`config.mk`:
```
export PLATFORM = sky130hd
export DESIGN_NAME = cwp_config_protect
export DESIGN_NICKNAME = d
export VERILOG_FILES = /design/src/hw/cwp_pkg.sv /design/src/hw/cwp_config_protect.sv /design/src/hw/cwp_bound_decode.sv
export SDC_FILE = /design/constraint.sdc
export NUM_CORES = 1
export LEC_CHECK = 0
export ABC_AREA = 1
export BUFFER_PORTS_ARGS = -buffer_cell sky130_fd_sc_hd__buf_2
export CORE_UTILIZATION = 52
export CTS_BUF_LIST = sky130_fd_sc_hd__clkbuf_16
export DETAILED_ROUTE_END_ITERATION = 16
export HOLD_SLACK_MARGIN = 0.03
export PLACE_DENSITY_LB_ADDON = 0.3
export SLEW_MARGIN = 20
export SYNTH_ARGS = -nofsm -noshare
export SYNTH_HDL_FRONTEND = slang
export SYNTH_SLANG_ARGS = --single-unit
```
`constraint.sdc`:
```
create_clock -name pclk -period 3.26 [get_ports pclk]
set_clock_uncertainty 0.15 [all_clocks]
set_input_delay 0.652 -clock pclk [delete_from_list [all_inputs] [get_ports pclk]]
set_output_delay 0.652 -clock pclk [all_outputs]
set_load 0.01 [all_outputs]
```
`src/hw/cwp_pkg.sv`:
```
`default_nettype none
package cwp_pkg;
  // ==========================================================
  // Register map, byte addresses on the APB side
  localparam logic [15:0] OFS_RUNTIME_CTRL  = 16'hf200;
  localparam logic [15:0] OFS_PART_IDENTITY = 16'hf220;
  localparam logic [15:0] OFS_UNLOCK_KEY    = 16'hf230;
  localparam logic [15:0] OFS_CFG_WORD      = 16'hf240;
  localparam logic [31:0] CTRL_RESET        = 32'h0000_000b;
  localparam logic [31:0] KEY_RESET         = 32'h0000_0000;

  // ==========================================================
  // Field positions in config_word_zero
  localparam int CW_FLASH_READ_GUARD = 28;
  localparam int CW_BOOT_WRITE_GUARD = 24;
  localparam int CW_BOUND_HI         = 18;
  localparam int CW_BOUND_LO         = 10;
  localparam int CW_BOUND_TOP_LO     = 17;
  localparam int CW_CHAN_HI          = 4;
  localparam int CW_CHAN_LO          = 3;
  localparam int CW_SCAN_EN          = 2;
  localparam int CW_DEBUG_HI         = 1;
  localparam int CW_DEBUG_LO         = 0;

  // ==========================================================
  // Field positions in runtime_config_control
  localparam int CC_PIN_LOCK  = 13;
  localparam int CC_MOD_LOCK  = 12;
  localparam int CC_SCAN_EN   = 3;
  localparam int CC_FIXED_ONE = 1;
  localparam int CC_TDO_EN    = 0;

  // ==========================================================
  // Write bound codes and addresses
  localparam int          ADDR_W      = 20;
  localparam logic [8:0]  BOUND_NONE  = 9'h1ff;
  localparam logic [8:0]  BOUND_FIRST = 9'h1fe;
  localparam logic [8:0]  BOUND_FINE  = 9'h1ef;
  localparam logic [8:0]  BOUND_64K   = 9'h1bf;
  localparam logic [8:0]  BOUND_128K  = 9'h17f;
  localparam logic [8:0]  BOUND_256K  = 9'h0ff;
  localparam logic [8:0]  BOUND_ALL   = 9'h000;
  localparam logic [19:0] PAGE_BYTES  = 20'h0_0400;
  localparam logic [19:0] ADDR_16K    = 20'h0_4000;
  localparam logic [19:0] ADDR_64K    = 20'h1_0000;
  localparam logic [19:0] ADDR_128K   = 20'h2_0000;
  localparam logic [19:0] ADDR_256K   = 20'h4_0000;
  localparam logic [1:0]  TOP_ONES    = 2'h3;

  // ==========================================================
  // Debug channel and debugger codes
  localparam logic [1:0] CHAN_ONE   = 2'h3;
  localparam logic [1:0] CHAN_TWO   = 2'h2;
  localparam logic [1:0] CHAN_THREE = 2'h1;
  localparam logic [1:0] CHAN_FOUR  = 2'h0;
  localparam logic [1:0] DEBUG_OFF  = 2'h3;

  typedef enum logic {CWP_LOAD, CWP_RUN} cwp_fsm_t;
endpackage
`default_nettype wire

```
`src/hw/cwp_config_protect.sv`:
```
`timescale 1ns/10ps
`default_nettype none
module cwp_config_protect
  import cwp_pkg::*;
#(
  parameter bit          FLASH_256K   = 1'b1,
  parameter logic [3:0]  SILICON_REV  = 4'h1,       // Arbitrary value
  parameter logic [27:0] PART_CODE    = 28'h000_0a5c // Arbitrary value
) (
  input  wire logic              pclk,
  input  wire logic              presetn,
  input  wire logic              ce,
  input  wire logic              psel,
  input  wire logic              penable,
  input  wire logic              pwrite,
  input  wire logic [15:0]       paddr,
  input  wire logic [31:0]       pwdata,
  output logic      [31:0]       prdata,
  output logic                   pready,
  output logic                   pslverr,
  input  wire logic [31:0]       nvm_word,
  input  wire logic              prog_req,
  output logic                   prog_grant,
  input  wire logic              boot_wr_req,
  output logic                   boot_wr_allow,
  input  wire logic              pgm_wr_req,
  input  wire logic [ADDR_W-1:0] pgm_wr_addr,
  output logic                   pgm_wr_allow,
  output logic                   programming_pair_one,
  output logic                   programming_pair_two,
  output logic                   programming_pair_three,
  output logic                   programming_pair_four,
  output logic                   debugger_enable,
  output logic                   scan_port_enable,
  output logic                   test_out_drive_enable,
  output logic                   pin_select_lock,
  output logic                   module_disable_lock,
  output logic                   cfg_valid
);
  // ==========================================================
  // State record
  typedef struct packed {
    cwp_fsm_t    fsm;
    logic [31:0] cfg;
    logic [31:0] key;
    logic        pin_lock;
    logic        mod_lock;
    logic        scan_en;
    logic        tdo_en;
    logic [31:0] rdata;
    logic        err;
    logic [3:0]  pairs;
    logic        dbg_en;
  } cwp_state_t;

  // Config reads as all zeros until loaded: fully protected
  localparam cwp_state_t S_RST = '{
    fsm:      CWP_LOAD,
    cfg:      '0,
    key:      KEY_RESET,
    pin_lock: CTRL_RESET[CC_PIN_LOCK],
    mod_lock: CTRL_RESET[CC_MOD_LOCK],
    scan_en:  CTRL_RESET[CC_SCAN_EN],
    tdo_en:   CTRL_RESET[CC_TDO_EN],
    rdata:    '0,
    err:      1'b0,
    pairs:    '0,
    dbg_en:   1'b0
  };

  cwp_state_t  s_q;
  cwp_state_t  s_d;
  logic        run;
  logic        wr_fire;
  logic        mapped;
  logic [31:0] word_in;
  logic [31:0] ctrl_view;
  logic [8:0]  bnd;
  logic        bound_ok;

  assign run = (s_q.fsm == CWP_RUN);
  assign bnd = s_q.cfg[CW_BOUND_HI:CW_BOUND_LO];

  // ==========================================================
  // Word as latched: absent top bits and forced debugger field
  always_comb begin
    word_in = nvm_word;
    if (!FLASH_256K) begin
      word_in[CW_BOUND_HI:CW_BOUND_TOP_LO] = TOP_ONES;
    end
    if (!nvm_word[CW_FLASH_READ_GUARD]) begin
      word_in[CW_DEBUG_HI:CW_DEBUG_LO] = DEBUG_OFF;
    end
  end

  // Runtime control as software sees it; bit 1 is a fixed one
  always_comb begin
    ctrl_view               = '0;
    ctrl_view[CC_PIN_LOCK]  = s_q.pin_lock;
    ctrl_view[CC_MOD_LOCK]  = s_q.mod_lock;
    ctrl_view[CC_SCAN_EN]   = s_q.scan_en;
    ctrl_view[CC_FIXED_ONE] = CTRL_RESET[CC_FIXED_ONE];
    ctrl_view[CC_TDO_EN]    = s_q.tdo_en;
  end

  // ==========================================================
  // APB decode
  always_comb begin
    unique case (paddr)
      OFS_RUNTIME_CTRL,
      OFS_PART_IDENTITY,
      OFS_UNLOCK_KEY,
      OFS_CFG_WORD: mapped = 1'b1;
      default:      mapped = 1'b0;
    endcase
  end

  // Registers never stall once the word is loaded
  assign pready  = run;
  assign wr_fire = psel && penable && pwrite && run;
  assign pslverr = psel && penable && s_q.err;

  // ==========================================================
  // Next-state logic
  always_comb begin
    s_d = s_q;
    unique case (s_q.fsm)
      CWP_LOAD: begin
        // Single sampling point after reset release
        s_d.cfg     = word_in;
        s_d.scan_en = nvm_word[CW_SCAN_EN];
        s_d.dbg_en  = (word_in[CW_DEBUG_HI:CW_DEBUG_LO] != DEBUG_OFF);
        unique case (nvm_word[CW_CHAN_HI:CW_CHAN_LO])
          CHAN_ONE:   s_d.pairs = 4'h1;
          CHAN_TWO:   s_d.pairs = 4'h2;
          CHAN_THREE: s_d.pairs = 4'h4;
          CHAN_FOUR:  s_d.pairs = 4'h8;
        endcase
        s_d.fsm = CWP_RUN;
      end
      CWP_RUN: begin
        s_d.fsm = CWP_RUN;
      end
    endcase

    // Read data prepared while selected; stable into access phase
    if (psel) begin
      s_d.err = !mapped;
      unique case (paddr)
        OFS_RUNTIME_CTRL:  s_d.rdata = ctrl_view;
        OFS_PART_IDENTITY: s_d.rdata = {SILICON_REV, PART_CODE};
        OFS_UNLOCK_KEY:    s_d.rdata = s_q.key;
        OFS_CFG_WORD:      s_d.rdata = s_q.cfg;
        default:           s_d.rdata = '0;
      endcase
    end

    // Writes take effect only in the completing access cycle
    if (wr_fire) begin
      unique case (paddr)
        OFS_UNLOCK_KEY: begin
          s_d.key = pwdata;
        end
        OFS_RUNTIME_CTRL: begin
          s_d.pin_lock = pwdata[CC_PIN_LOCK];
          s_d.mod_lock = pwdata[CC_MOD_LOCK];
          s_d.scan_en  = pwdata[CC_SCAN_EN];
          s_d.tdo_en   = pwdata[CC_TDO_EN];
        end
        default: begin
          s_d.key = s_q.key;
        end
      endcase
    end
  end

  // ==========================================================
  // State register; ce low freezes everything
  always_ff @(posedge pclk or negedge presetn) begin
    if (!presetn) begin
      s_q <= S_RST;
    end else if (ce) begin
      s_q <= s_d;
    end
  end

  // ==========================================================
  // Protection gates, closed until the word is loaded
  cwp_bound_decode #(
    .FLASH_256K (FLASH_256K)
  ) u_bound (
    .code  (bnd),
    .addr  (pgm_wr_addr),
    .allow (bound_ok)
  );

  assign prog_grant    = run && prog_req && s_q.cfg[CW_FLASH_READ_GUARD];
  assign boot_wr_allow = run && boot_wr_req
                         && s_q.cfg[CW_BOOT_WRITE_GUARD];
  assign pgm_wr_allow  = run && pgm_wr_req && bound_ok;

  // Data outputs straight from flops
  assign prdata                 = s_q.rdata;
  assign programming_pair_one   = s_q.pairs[0];
  assign programming_pair_two   = s_q.pairs[1];
  assign programming_pair_three = s_q.pairs[2];
  assign programming_pair_four  = s_q.pairs[3];
  assign debugger_enable        = s_q.dbg_en;
  assign scan_port_enable       = s_q.scan_en;
  assign test_out_drive_enable  = s_q.tdo_en;
  assign pin_select_lock        = s_q.pin_lock;
  assign module_disable_lock    = s_q.mod_lock;
  assign cfg_valid              = run;
endmodule
`default_nettype wire

```
`src/hw/cwp_bound_decode.sv`:
```
`timescale 1ns/10ps
`default_nettype none
module cwp_bound_decode
  import cwp_pkg::*;
#(
  parameter bit FLASH_256K = 1'b1
) (
  input  wire logic [8:0]        code,
  input  wire logic [ADDR_W-1:0] addr,
  output logic                   allow
);
  logic [8:0]        code_eff;
  logic [8:0]        steps;
  logic [ADDR_W-1:0] bound;
  logic              all_prot;

  // ==========================================================
  // Upper two bits exist only on the large-flash variant
  assign code_eff = FLASH_256K ? code : {TOP_ONES, code[6:0]};

  // Code to lowest writable address; undefined codes lock everything
  always_comb begin
    all_prot = 1'b0;
    bound    = '0;
    steps    = BOUND_NONE - code_eff;
    if (code_eff == BOUND_NONE) begin
      bound = '0;
    end else if (code_eff >= BOUND_FINE) begin
      bound = ADDR_W'(steps) * PAGE_BYTES;
    end else if (code_eff == BOUND_64K) begin
      bound = ADDR_64K;
    end else if (code_eff == BOUND_128K) begin
      bound = ADDR_128K;
    end else if (code_eff == BOUND_256K) begin
      bound = ADDR_256K;
    end else begin
      // Undefined codes fail safe, same as all zeros
      all_prot = 1'b1;
    end
  end

  assign allow = !all_prot && (addr >= bound);
endmodule
`default_nettype wire

```
==> flow_summary_export.csv <==
group,metric,value,unit
synthesis,yosysTopAreaCell,"dfrtp_1",
setup_path,cp-end-kind,"output pin",
sta,fmaxAchievable,317,MHz
pwr,leakagePower,0.00365,uW
pwr,p_seq_frac,0.537,
synthesis,synth_edf_count,0,
synthesis,synth_area_leaders,"dfrtp_1, nand2_1, buf_4, nand3_1, a21oi_2",
placement,place_worst_setup_slack,0.339,ns
sta,slew_violations,0,
synthesis,syn-cell-area,0.00538,mm2
clocking,cts-hold-fix-buffers,0,
clocking,clockBufferDepth,2,
clocking,cts_tree,"done",
clocking,clk_pin_slew,0.07,ns
run,max_cap_violations,0,
synthesis,syn_nets,787,
cells_and_area,num_antenna_cells,0,
floorplan,dieArea,0.0108,mm2
synthesis,synth.avg_cell_area,8.04,um2
grt,grt_util_all_layers,0.257,
route,drt_wl_total,13200,um
sta,min_period_over_period,0.967,
pwr,ir_drop,271,uV
synthesis,synthTopCellsByCount,"nand2_1, dfrtp_1, nand3_1, nor2_1, inv_1",
grt,grt_max_degree,63,
pwr,pwr_density_cell,389,mW/mm2
synthesis,async_flop_share,1.00,
route,viasPerCell,5.10,
floorplan,row_count,36,
sta,setup_violations,0,
setup_path,critPathArrivalTime,2.35,ns
clocking,htreeDepth,3,
pwr,p_switching,567,uW
route,wire_per_inst,14.2,um
cells_and_area,largest_register,"s_q",
synthesis,yosysUniqueCellTypes,35,
synthesis,yosysSeqAreaShare,0.498,
synthesis,yosysMostFrequentCell,"nand2_1",
route,ant_nets,0,
sta,maxSlewHeadroom,0.449,
route,via_count,4724,
sta,setup_slack,0.106,ns
sta,rsz0062_at_grt,"yes",
sta,hold_violations,0,
status,outcome,"complete, no violations",
synthesis,netlist_instances,669,
clocking,worstSkewPairLatency,0.34,ns
clocking,cts_buffers,9,
synthesis,ys_ff_latch,107,
sta,min_period,3.15,ns
placement,io_buffers,155,
route,dr.pass1.iters,5,
placement,dp_hpwl,9130,um
pwr,intPower,1910,uW
setup_path,crit_fanout,5,
grt,grt_first_pass_wirelength,22100,um
cells_and_area,area_growth,18.2,%
synthesis,synth_flop_cell,"dfrtp_1",
floorplan,initial_core_util,0.543,
cells_and_area,drive_gt1_frac,0.295,
synthesis,netlist.area_leader.share,0.488,
floorplan,die_w,104,um
setup_path,critPathKind,"flip-flop to output pin",
pwr,clkPwrFrac,0.402,
route,drtIter0Drc,210,
sta,finalSetupTns,0,ns
grt,gr-total-overflow,0,
pwr,p_sw_frac,0.229,
floorplan,ios,156,
synthesis,yosys_warnings,0,
cells_and_area,nFillCells,911,
sta,worst_pin_slew,0.826,ns
placement,routabilityCongestion,0.835,
floorplan,die_height,104,um
cells_and_area,largest_reg_flops,56,
cells_and_area,nets,906,
grt,grt_pass1_vias,4778,
pwr,p_comb_frac,0.061,
min_path,hold_path.class,"input pin to asynchronous set/reset pin",
clocking,cts_root_buf,"clkbuf_16",
floorplan,core,0.00991,mm2
route,route.detailed.drc,0,
setup_path,critPathLaunchType,"flip-flop",
clocking,clock-sinks,107,
grt,antenna_found_initial,0,
setup_path,crit_required,2.46,ns
metal layers:
layer  wire length, um  global-route usage  vias to the layer above
met5                 0                   0                        -
met4               297               0.107                        0
met3               737              0.0428                       28
met2              6500               0.444                      188
met1              5640               0.320                     2213
li1                  -                   -                     2295
cells by family (layout without fill, tap and decap cells):
kind of cell / after synthesis / in the layout / synth area share
AND/OR/NAND/NOR: 378 / 378 / 0.288
flip-flops: 107 / 107 / 0.498
buffers and inverters: 102 / 226 / 0.107
AO/OA/AOI/OAI: 72 / 72 / 0.0858
adder cells (fa/ha/maj): 9 / 9 / 0.0209
other: 1 / 1 / 0.000697
stage by stage:
stage	cell area [um2]	cells	power, uW	hold slack, ns	utilization
6_report	6360	926	2480	0.239	0.642
5_1_grt	6360	926	2560	0.317	0.642
4_1_cts	6280	923	2490	0.288	0.634
3_5_place_dp	6010	907	1500	0.311	0.606
3_3_place_gp	6010	907	1500	0.306	0.606
2_1_floorplan	5380	669	1390	0.206	-
cell type report:
| cell class | instances | area [um2] | area share |
|---|---|---|---|
| Tap cell | 133 | 166 | 0.0262 |
| Inverter | 42 | 158 | 0.0248 |
| Clock inverter | 7 | 46.3 | 0.00728 |
| Timing Repair Buffer | 168 | 901 | 0.142 |
| Multi-Input combinational cell | 460 | 2180 | 0.343 |
| Sequential cell | 107 | 2680 | 0.421 |
| Clock buffer | 9 | 225 | 0.0354 |
power by group through the flow:
stage,Sequential [uW],Clock (uW),Combinational (uW)
final,1330,994,152
after global routing,1330,1060,172
after CTS,1330,1010,151
after detailed placement,1350,0,150
after global placement,1350,0,146
after floorplan,1350,0,37.5
placed cells by master, fill, tap and decap left out, types with 3 or more instances in the layout:
cell type,instances
nand2_1,267
buf_2,154
dfrtp_1,105
nor2_1,41
nand3_1,41
inv_1,40
o21ai_0,31
a21oi_2,21
buf_4,12
clkbuf_16,9
nor2_2,8
or2_2,6
a21oi_1,6
ha_1,6
nand4_1,5
o21ai_1,5
o21ai_2,4
clkinvlp_4,4
nand2_2,3
clkinv_1,3
ha_4,3
critical path, stage by stage, from the launching register on:
cell     delay [ns]
dfrtp_1        0.39
nand2_1        0.11
nor2_1         0.15
o21ai_2        0.11
buf_4          0.15
or2_2          0.29
ha_4           0.27
inv_1          0.03
nor2_1         0.08
nor2_1         0.04
o21ai_1        0.09
a21oi_1        0.08
nor2_1         0.09
buf_2          0.13
what timing repair did:
item                                    in CTS  in global routing
resized for setup                            1                 10
pin swaps                                    0                  4
endpoints found under the setup margin       1                  1
buffers inserted                             0                  3
worst paths after layout:
check / startpoint / end / slack [ns] / depth (start not counted)
setup / recovery: bnd[6]$_DFFE_PN0P_ / pgm_wr_allow / 0.11 / 13
hold / removal: presetn / s_q[46]$_DFFE_PN0P_ / 0.24 / 1
setup reg to reg: cfg_valid$_DFFE_PN0P_ / s_q[97]$_DFFE_PN0P_ / 1.04 / 6
hold reg to reg: prdata[25]$_DFFE_PN0P_ / prdata[25]$_DFFE_PN0P_ / 0.32 / 2
max in group asynchronous: presetn / scan_port_enable$_DFFE_PN1P_ / 1.93 / 2
min in group pclk: prdata[25]$_DFFE_PN0P_ / prdata[25]$_DFFE_PN0P_ / 0.32 / 2
No activity file was read; power rests on OpenSTA's default activity.
